$ cat src/hdl/ebi_pkg.sv
// ebi_pkg: constants for the external memory bus interface.
// assumes a 100 MHz ref_clk and a 24-bit internal byte address.
package ebi_pkg;
	localparam int ADDR_W = 24;
	localparam int EXT_ADDR_W = 18;
	localparam int DATA_W = 8;
	localparam int WAIT_W = 3;
	localparam int SHARED_LO = 12;
	localparam int SHARED_W = 6;
	localparam logic [23:0] BOOT_LO = 24'h00_0000;
	localparam logic [23:0] BOOT_HI = 24'h03_FFFF;
	localparam logic [23:0] BANK1_LO = 24'h80_0000;
	localparam logic [23:0] BANK1_HI = 24'h83_FFFF;
	localparam logic [23:0] BANK2_LO = 24'hC0_0000;
	localparam logic [23:0] BANK2_HI = 24'hC3_FFFF;
	localparam logic [1:0] BOOT_INTERNAL = 2'h0;
	localparam logic [1:0] BOOT_EXT_ROM = 2'h1;
	localparam logic [1:0] BOOT_MDS = 2'h2;
	localparam logic [2:0] WAIT_RESET = 3'h7;
	localparam logic [7:0] RDATA_RESET = 8'h00;
	typedef enum logic [1:0] {
		EBI_IDLE = 2'b00,
		EBI_SETUP = 2'b01,
		EBI_STROBE = 2'b11,
		EBI_DONE = 2'b10
	} ebi_state_e;
endpackage

$ cat src/hdl/ebi_decode_if.sv
// ebi_decode_if: address-decode request and chip-select answer.
// assumes both ends on the same clock.
interface ebi_decode_if;
	logic [23:0] addr;
	logic [1:0] boot_cfg;
	logic [2:0] sel;
	modport dec (input addr, input boot_cfg, output sel);
	modport use_sel (output addr, output boot_cfg, input sel);
endinterface

$ cat src/hdl/ebi_core.sv
// ebi_core: turns internal byte accesses into external bus cycles.
// assumes requests come from logic on ref_clk; pins are asynchronous.
// Contract
// boot select needs boot window and ROM mode; code also selects it in config 10 (MDS)
// bank1 select for 0x800000..0x83FFFF
// bank2 select for 0xC00000..0xC3FFFF
// write strobe low during write cycles
// read strobe low during read cycles
// wait request low stretches the cycle
// data bus driven on write, sampled on read
// low twelve address bits always driven
// upper address bits on shared pins
// config 00 internal boot, 01 external ROM
// access time zero to seven wait cycles
// one select, no select outside, strobes exclusive
module ebi_core (
	input wire logic ref_clk,
	input wire logic arst_n,
	input wire logic req_valid,
	output logic req_ready,
	input wire logic req_write,
	input wire logic [23:0] req_addr,
	input wire logic [7:0] req_wdata,
	input wire logic [2:0] access_wait,
	output logic rsp_valid,
	output logic rsp_miss,
	output logic [7:0] rsp_rdata,
	input wire logic [1:0] boot_config_pins,
	input wire logic wait_request_n,
	input wire logic shared_addr_en,
	output logic boot_bank_select_n,
	output logic bank1_select_n,
	output logic bank2_select_n,
	output logic write_strobe_n,
	output logic read_strobe_n,
	output logic [11:0] ext_addr_low,
	output logic [5:0] ext_addr_high,
	output logic [5:0] ext_addr_high_oe,
	input wire logic [7:0] data_in,
	output logic [7:0] data_out,
	output logic data_oe
);
	ebi_decode_if dif ();
	ebi_decode u_decode (.dif(dif));

	logic [1:0] cfg_meta, cfg_sync;
	logic wait_meta, wait_sync;
	ebi_pkg::ebi_state_e state, next_state;
	logic [2:0] cnt, next_cnt;
	logic [2:0] sel, next_sel;
	logic wr, next_wr;
	logic [17:0] addr, next_addr;
	logic [7:0] wdata, next_wdata;
	logic [7:0] rdata, next_rdata;
	logic rvalid, next_rvalid;
	logic miss, next_miss;

	logic [1:0] next_cfg_meta;
	logic [1:0] next_cfg_sync;
	logic next_wait_meta;
	logic next_wait_sync;

	// pins pass two flops; wait also covers metastability on stretch
	always_comb begin
		next_cfg_meta = boot_config_pins;
		next_cfg_sync = cfg_meta;
		next_wait_meta = wait_request_n;
		next_wait_sync = wait_meta;
	end

	// sync resets to no boot bank until the pins have been seen twice
	always_ff @(posedge ref_clk or negedge arst_n) begin
		if (!arst_n) begin
			cfg_meta <= 2'h0;
			cfg_sync <= 2'h0;
			wait_meta <= 1'b1;
			wait_sync <= 1'b1;
		end else begin
			cfg_meta <= next_cfg_meta;
			cfg_sync <= next_cfg_sync;
			wait_meta <= next_wait_meta;
			wait_sync <= next_wait_sync;
		end
	end

	assign dif.addr = req_addr;
	assign dif.boot_cfg = cfg_sync;
	assign req_ready = (state == ebi_pkg::EBI_IDLE);

	always_comb begin
		next_state = state;
		next_cnt = cnt;
		next_sel = sel;
		next_wr = wr;
		next_addr = addr;
		next_wdata = wdata;
		next_rdata = rdata;
		next_rvalid = 1'b0;
		next_miss = 1'b0;
		case (state)
			ebi_pkg::EBI_IDLE: begin
				if (req_valid) begin
					if (dif.sel == 3'h0) begin
						// unmapped: no cycle on the pins
						next_rvalid = 1'b1;
						next_miss = 1'b1;
					end else begin
						next_sel = dif.sel;
						next_wr = req_write;
						next_addr = req_addr[17:0];
						next_wdata = req_wdata;
						next_cnt = access_wait;
						next_state = ebi_pkg::EBI_SETUP;
					end
				end
			end
			ebi_pkg::EBI_SETUP: begin
				next_state = ebi_pkg::EBI_STROBE;
			end
			ebi_pkg::EBI_STROBE: begin
				if (cnt != 3'h0) begin
					next_cnt = cnt - 3'h1;
				end else if (wait_sync) begin
					// cycle ends only once wait is released
					if (!wr) begin
						next_rdata = data_in;
					end
					next_state = ebi_pkg::EBI_DONE;
				end
			end
			ebi_pkg::EBI_DONE: begin
				// strobes drop one cycle before select and data release
				next_rvalid = 1'b1;
				next_sel = 3'h0;
				next_state = ebi_pkg::EBI_IDLE;
			end
			default: begin
				next_sel = 3'h0;
				next_state = ebi_pkg::EBI_IDLE;
			end
		endcase
	end

	always_ff @(posedge ref_clk or negedge arst_n) begin
		if (!arst_n) begin
			state <= ebi_pkg::EBI_IDLE;
			cnt <= ebi_pkg::WAIT_RESET;
			sel <= 3'h0;
			wr <= 1'b0;
			addr <= 18'h0_0000;
			wdata <= ebi_pkg::RDATA_RESET;
			rdata <= ebi_pkg::RDATA_RESET;
			rvalid <= 1'b0;
			miss <= 1'b0;
		end else begin
			state <= next_state;
			cnt <= next_cnt;
			sel <= next_sel;
			wr <= next_wr;
			addr <= next_addr;
			wdata <= next_wdata;
			rdata <= next_rdata;
			rvalid <= next_rvalid;
			miss <= next_miss;
		end
	end

	logic strobe;
	assign strobe = (state == ebi_pkg::EBI_STROBE);
	assign boot_bank_select_n = ~sel[0];
	assign bank1_select_n = ~sel[1];
	assign bank2_select_n = ~sel[2];
	assign write_strobe_n = ~(strobe && wr);
	assign read_strobe_n = ~(strobe && !wr);
	assign ext_addr_low = addr[11:0];
	assign ext_addr_high = addr[17:12];
	// pins stay with the port function unless routed to address
	assign ext_addr_high_oe = {6{shared_addr_en}};
	assign data_out = wdata;
	// driven for the whole write, select asserted, else released
	assign data_oe = wr && (state != ebi_pkg::EBI_IDLE);
	assign rsp_valid = rvalid;
	assign rsp_miss = miss;
	assign rsp_rdata = rdata;
endmodule

$ cat src/hdl/ebi_decode.sv
// ebi_decode: maps an address to at most one of three one-hot bank selects.
// assumes boot_cfg is already synchronised.
module ebi_decode (
	ebi_decode_if.dec dif
);
	logic boot_ext;
	always_comb begin
		boot_ext = (dif.boot_cfg == ebi_pkg::BOOT_EXT_ROM) ||
			(dif.boot_cfg == ebi_pkg::BOOT_MDS);
		dif.sel = 3'h0;
		// windows do not overlap, so at most one bit is set
		if (boot_ext && dif.addr <= ebi_pkg::BOOT_HI) begin
			dif.sel[0] = 1'b1;
		end
		if (dif.addr >= ebi_pkg::BANK1_LO && dif.addr <= ebi_pkg::BANK1_HI) begin
			dif.sel[1] = 1'b1;
		end
		if (dif.addr >= ebi_pkg::BANK2_LO && dif.addr <= ebi_pkg::BANK2_HI) begin
			dif.sel[2] = 1'b1;
		end
	end
endmodule

$ cat config.mk
export PLATFORM = sky130hd
export DESIGN_NAME = ebi_core
export DESIGN_NICKNAME = d
export VERILOG_FILES = /design/src/hdl/ebi_pkg.sv /design/src/hdl/ebi_decode_if.sv /design/src/hdl/ebi_core.sv /design/src/hdl/ebi_decode.sv
export SDC_FILE = /design/constraint.sdc
export NUM_CORES = 1
export LEC_CHECK = 0
export BUFFER_PORTS_ARGS = -buffer_cell sky130_fd_sc_hd__buf_2
export CAP_MARGIN = 20
export CORE_AREA = 2 2 81 67
export CTS_CLUSTER_DIAMETER = 50
export DETAILED_ROUTE_END_ITERATION = 8
export DIE_AREA = 0 0 83 69
export PLACE_DENSITY = 0.85
export SETUP_SLACK_MARGIN = 0.5
export SYNTH_ARGS = -nofsm -noshare
export SYNTH_HDL_FRONTEND = slang
export SYNTH_SLANG_ARGS = --single-unit
$ cat constraint.sdc
create_clock -name ref_clk -period 2.1 [get_ports ref_clk]
set_input_delay 0.63 -clock ref_clk [delete_from_list [all_inputs] [get_ports ref_clk]]
set_output_delay 0.63 -clock ref_clk [all_outputs]
set_load 0.02 [all_outputs]
==> results of run 1 <==
cell families (layout without fill, tap and decap cells):
family	Yosys count	after routing	share of synthesized area (%)
xor+xnor	2	2	0.783
mux	37	37	21.7
buf+inv	19	123	5.98
flops	51	51	57.3
fa+ha+maj	2	2	1.12
simple gates	24	24	7.77
compound gates	14	14	5.37
layout by cell type, fill, tap and decap left out, drive strengths merged:
cell type / netlist / final
nor3b: 1 / 1
o32a: 1 / 1
nor2: 7 / 7
nor4: 1 / 1
ha: 2 / 2
or2: 1 / 1
nor3: 1 / 1
o211a: 1 / 1
mux2: 35 / 35
o32ai: 1 / 1
nand3: 2 / 2
clkinv: 0 / 1
o2111ai: 1 / 1
dfstp: 5 / 5
nand4b: 1 / 1
and2: 2 / 2
inv: 8 / 8
a211o: 1 / 1
nand2b: 2 / 2
o2bb2ai: 1 / 1
nand2: 2 / 2
nand4: 2 / 2
o221a: 1 / 1
nor2b: 1 / 1
xor2: 2 / 2
a21oi: 3 / 3
dfrtp: 46 / 46
o211ai: 1 / 1
mux2i: 2 / 2
o31ai: 1 / 1
or2b: 1 / 1
clkbuf: 1 / 7
buf: 10 / 107
o21ai: 2 / 2
cell type report:
class | count | area (um2)
inverter | 8 | 30.0
tap | 62 | 77.6
sequential | 51 | 1290
clock buffer | 7 | 86.3
multi-input combinational | 79 | 900
clock inverter | 1 | 5.00
timing repair buffer | 107 | 622
fill | 380 | 1910
registers in the layout, summed over array words and instances (netlist names):
name	count
addr	18
wait_sync	1
next_wait_sync	1
cnt	3
state	2
cfg_sync	2
rsp_miss	1
data_out	8
wr	1
rsp_rdata	8
cfg_meta	2
rsp_valid	1
sel	3
per-layer routing:
layer	vias to the layer above	share of wire (%)	global-route usage, %
met2	64	50	27.9
li1	717	-	-
met1	768	42	20.3
met5	-	0	0
met3	4	7.0	5.03
met4	0	0.68	4.55
worst paths after layout:
path	to	start	depth (start not counted)
max in group asynchronous	data_out[4]	arst_n	2
hold / removal	addr[0]	arst_n	1
min in group ref_clk	cfg_sync[0]	cfg_meta[0]	0
hold reg to reg	cfg_sync[0]	cfg_meta[0]	0
setup reg to reg	addr[16]	state[0]	5
setup / recovery	data_oe	state[0]	3
power by group:
| group | internal, uW | total, uW | switching [uW] |
|---|---|---|---|
| logic | 666 | 1390 | 723 |
| registers | 1290 | 1470 | 177 |
| clock network | 267 | 579 | 312 |
| total | 2220 | 3430 | 1210 |
per-stage QoR:
step	cell area (um2)	hold WS, ns	utilization [%]	cells	power (uW)
global route	3010	0.229	61.1	315	3640
global placement	2780	0.336	56.5	299	2700
finish	3010	0.221	61.1	315	3430
floorplan	2290	0.331	-	149	2370
CTS	2980	0.227	60.5	315	3430
detailed placement	2780	0.336	56.5	299	2750
timing repair:
action | in CTS | in global routing
cloned | 0 | 0
setup endpoints to repair | 42 | 43
resized for setup | 12 | 7
pin swaps | 6 | 2
setup buffers | 8 | 0
==> results.cfg, run 1 <==
[run_status]
run_status = completed

[final_layout]
layout.nets = 305
area_growth_syn_to_layout_pct = 34.3
antenna_cells = 0
post_route_cells_drive_above_1_share_pct = 69.2

[critical_path]
cp_max_delay_cell = dfrtp_2
path_cells = nor2_2 > nor2b_1 > buf_2
buffers_inverters_on_critical_path = 1
critical_path_peak_fanout = 5
cpPeakStageDelay_ns = 0.45
timing.reg2reg.setup_slack_ns = 0.37
criticalPathCategory = flop to primary output
critical_path_required_ns = 1.47
arrival_ns = 1.15
cp-end-kind = primary output
startpoint_type = flop
cell_family_with_most_cp_delay = flip-flops

[floorplanning]
y_dimension_of_the_die_um = 69
coreArea_um2 = 4920
initial_utilization_pct = 45.5
design.portCount = 100
dieWidth_um = 83
die_area_um2 = 5730
std_cell_rows = 23

[synthesis]
synth_most_common_cell = dfrtp_1
async_reset_ff_share_pct = 100
synth_enable_flop_cells = 0
avgSynthCellArea_um2 = 15.0
portion_of_synthesized_cell_area_occupied_by_the_leading_cell_type_pct = 51.4
postSynthRegisterBits = 51
postSynthNetCount = 202
top_cells_by_area_in_the_synthesized_netlist = dfrtp_1 51%, mux2_4 13%, mux2_2 8.0%, dfstp_2 5.9%, buf_4 2.7%
synth_top_cells_by_count = 46 x dfrtp_1, 19 x mux2_4, 16 x mux2_2, 8 x buf_4, 8 x inv_1
syn-cell-area_um2 = 2240
synth.distinct_cells = 37
synthesis.instances = 149
yosysSeqAreaShare_pct = 57.3
ys.flop_type = dfrtp_1
yosys_warnings = 0
post-synth-top-area-cell = dfrtp_1

[clock_tree]
cts_max_path_buffers = 2
cts_root_buffer = clkbuf_8
tritoncts_num_sinks = 51
cts_max_level = 2
clkTransAtPathRegs_ns = 0.09
hold_bufs_inserted_after_cts = 0
cts_made_buffers = 5
cts_tree = done
clock_latency_ns = 0.30

[detailed_routing]
detailedRoute.firstPassIterationCount = 4
drc = 0
via_count = 1553
ant_nets = 0
detail_route.wl_per_cell_um = 14.5
routed_wirelength_um = 4560
detail_route.vias_per_cell = 4.93
dr.first_iter.drc_count = 45

[timing]
clock-skew-final_ns = 0.00706
post-route-worst-setup-slack_ns = 0.315
drv_slew = 0
count_of_endpoints_failing_setup_in_the_final_report = 0
worst_pin_slew_ns = 0.443
timing.slew.headroom_pct = 70.3
timing.fmax_ghz = 0.560
period_share_pct = 85.0
post-route-min-period_ns = 1.78
hold_viol = 0
rsz0062_at_grt = true
timing.setup.tns_ns = 0

[global_routing]
vias_in_the_first_global_route = 1600
antenna_violations_before_repair = 0
grt_max_degree = 24
gr-usage-all-layers_pct = 16.4
wire_length_of_the_first_global_routing_pass_um = 7460
globalRoute.totalOverflow = 0

[power]
power_per_cell_area_nw_per_um2 = 1140
power_leakage_uw = 0.00156
power.ir.vdd_worst_uv = 671

[placement]
detailed_placement_wirelength_estimate_um = 3350
numPortBuffers = 92
gpl.final_weighted_congestion = 0.760
pre_cts_slack_ns = 0.0502

[job]
cap_violations = 0

[hold_path]
hold_path_class = input port to async pin
Power figures use the tool's default switching activity.
==> inputs of run 2 (changes only) <==
ABC_AREA = 1   (was default)
CORE_AREA = 2 2 85 71   (was 2 2 81 67)
DIE_AREA = 0 0 87 73   (was 0 0 83 69)
PLACE_DENSITY = 0.8   (was 0.85)
clock period = 1.45 ns   (was 2.1 ns; I/O delays follow)
==> run 2 against run 1 <==
Compared with the run above: the run now ends with setup timing left; synthesized cell count up 68%; non-clock buffer count up 31; clock power up 49%; combinational power up 120%; sequential share of layout area down 8.9 points; via count up 39%.
==> results.cfg, run 2 <==
[final_layout]
layout_commonest_cell = nand2_1
instances_no_fill = 452
area_growth_syn_to_layout_pct = 70.7
layout.cell_area.non_filler_um2 = 3800
fillCellCount = 441
regArea_um2 = 1290
footprint_of_the_multi_input_gates_um2 = 975
registers.top_by_ff_count = addr
layout.cells.most_common_list = 80 x nand2_1, 50 x buf_2, 45 x buf_6
utilization_pct = 67.8
post_route_cells_drive_above_1_share_pct = 49.9
antenna_cells = 0
number_of_flip_flops_under_the_largest_register_name = 18
layout.nets = 437

[job]
cap_violations = 0

[synthesis]
postSynthRegisterBits = 51
top_cells_by_area_in_the_synthesized_netlist = dfrtp_1 52%, nand2_1 15%, nand3_1 7.6%, dfstp_2 5.9%, inv_1 4.4%
synthesis.instances = 251
post-synth-top-area-cell = dfrtp_1
synth_enable_flop_cells = 0
yosys_warnings = 0
postSynthNetCount = 304
synth.distinct_cells = 23
async_reset_ff_share_pct = 100
avgSynthCellArea_um2 = 8.86
portion_of_synthesized_cell_area_occupied_by_the_leading_cell_type_pct = 51.7
synth_top_cells_by_count = 87 x nand2_1, 46 x dfrtp_1, 34 x nand3_1, 26 x inv_1
syn-cell-area_um2 = 2220
ys.flop_type = dfrtp_1
yosysSeqAreaShare_pct = 57.6
synth_most_common_cell = nand2_1

[detailed_routing]
ant_nets = 0
routed_wirelength_um = 6400
detail_route.vias_per_cell = 4.78
drc = 0
dr.first_iter.drc_count = 64
detail_route.wl_per_cell_um = 14.1
via_count = 2161
detailedRoute.firstPassIterationCount = 4

[global_routing]
vias_in_the_first_global_route = 2051
gr-usage-all-layers_pct = 20.1
grt_max_degree = 52
wire_length_of_the_first_global_routing_pass_um = 9840
antenna_violations_before_repair = 0
globalRoute.totalOverflow = 0

[placement]
postPlaceCellArea_um2 = 2820
numPortBuffers = 92
gpl.final_weighted_congestion = 0.804
detailed_placement_wirelength_estimate_um = 3530
place.detailed.instances = 402

[timing]
timing.slew.headroom_pct = 79.4
rsz0062_at_grt = true
count_of_endpoints_failing_setup_in_the_final_report = 6
timing.fmax_ghz = 0.654
clock-skew-final_ns = 0.0118
post-route-worst-setup-slack_ns = -0.0791
post-route-min-period_ns = 1.53
hold_viol = 0
drv_slew = 0
period_share_pct = 105
worst_pin_slew_ns = 0.309

[clock_tree]
clkTransAtPathRegs_ns = 0.09
tritoncts_num_sinks = 51
cts_made_buffers = 5
cts_max_path_buffers = 2
cts_root_buffer = clkbuf_8
cts_tree = done
clock_latency_ns = 0.30
hold_bufs_inserted_after_cts = 0
cts_max_level = 2

[power]
power_leakage_uw = 0.00201
total_power_uw = 6090
power.ir.vdd_worst_uv = 775
p_comb_share_pct = 51.0
power_per_cell_area_nw_per_um2 = 1600
clock_power_share_pct = 14.2
power_frac_seq_pct = 34.8
power.switching_fraction_pct = 37.7
cell_internal_pwr_uw = 3790
power.switching_uw = 2290

[floorplanning]
initial_utilization_pct = 39.7
design.portCount = 100
y_dimension_of_the_die_um = 73
die_area_um2 = 6350
dieWidth_um = 87
coreArea_um2 = 5600
std_cell_rows = 25

[critical_path]
worst-r2r-cell-count = 6
worstReg2RegEnd = wr
critical_path_peak_fanout = 3
worst_r2r_startpoint = state[0]
cp-end-kind = primary output
startpoint_type = flop
timing.reg2reg.setup_slack_ns = -0.02
criticalPathCategory = flop to primary output
critical_path_required_ns = 1.02
arrival_ns = 1.09

[run_status]
run_status = finished, violations left
failed_checks = setup timing

[hold_path]
hold_path_class = input port to async pin
-- run 2: cell types whose count changed after synthesis, moves of 4 or more --
cell | previous run | this run
nand2_1 | 2 | 87
o21ai_1 | 0 | 8
mux2_2 | 16 | 0
inv_1 | 8 | 26
nand3_1 | 2 | 34
buf_2 | 0 | 8
mux2_4 | 19 | 0
nand2_2 | 0 | 4
-- run 2: stage by stage --
step                setup TNS, ns  hold WS (ns)  worst slack (ns)
floorplan                       0         0.139            0.0921
global placement            -1.52         0.336            -0.113
detailed placement          -3.52         0.335            -0.188
CTS                        -0.305         0.118           -0.0846
global route                -1.43         0.111            -0.105
finish                     -0.317        0.0986           -0.0791
-- run 2: kinds of logic (layout without fill, tap and decap cells) --
logic type                 after synthesis  after routing  share of synthesized area, %
buffers and inverters                   42            172                          8.89
adders and majority gates                2              2                          1.12
DFF                                     51             51                          57.6
and+or+nand+nor                        142            146                          29.0
AOI/OAI and AO/OA                       14             14                          3.37
-- run 2: power groups by stage --
stage / Combinational [uW] / Clock [uW] / Sequential [uW]
final: 3100 / 861 / 2120
after global routing: 3350 / 930 / 2150
after CTS: 2860 / 874 / 2110
after detailed placement: 1870 / 0 / 2080
after global placement: 1800 / 0 / 2080
after floorplan: 907 / 0 / 2410
-- run 2: what timing repair did --
item / CTS / global route
pin swaps: 16 / 14
gates cloned: 6 / 2
setup endpoints to repair: 87 / 87
gates resized for setup: 106 / 14
buffers inserted: 21 / 13
-- run 2: worst max path at each step --
stage,slack [ns],cells past startpoint,startpoint,endpoint
floorplan,0.09,8,req_addr[19],wr
global placement,-0.11,8,req_addr[19],wr
detailed placement,-0.19,10,req_addr[22],cnt[2]
CTS,-0.08,2,state[1],req_ready
global route,-0.11,2,state[1],req_ready
finish,-0.08,3,state[1],data_oe
-- run 2: layout make-up --
type / count / share of cell area [%]
well taps: 67 / 2.21
inverters: 26 / 2.70
repair buffers: 138 / 33.0
flip-flops and latches: 51 / 33.9
clock buffers: 7 / 2.27
multi-input cells: 162 / 25.7
clock inverters: 1 / 0.231
-- run 2: metal layers --
layer / GRT usage [%] / vias to the layer above / wire (um)
met5: 0 / - / 0
met4: 4.34 / 0 / 20
met3: 4.75 / 2 / 301
met2: 33.2 / 57 / 3330
met1: 27.2 / 1047 / 2740
li1: - / 1055 / -
-- run 2: worst max-delay path, stage by stage (launching register included) --
cell and delay, ns:
dfrtp_2 0.46, nor2_4 0.16, nor2_2 0.06, buf_6 0.12
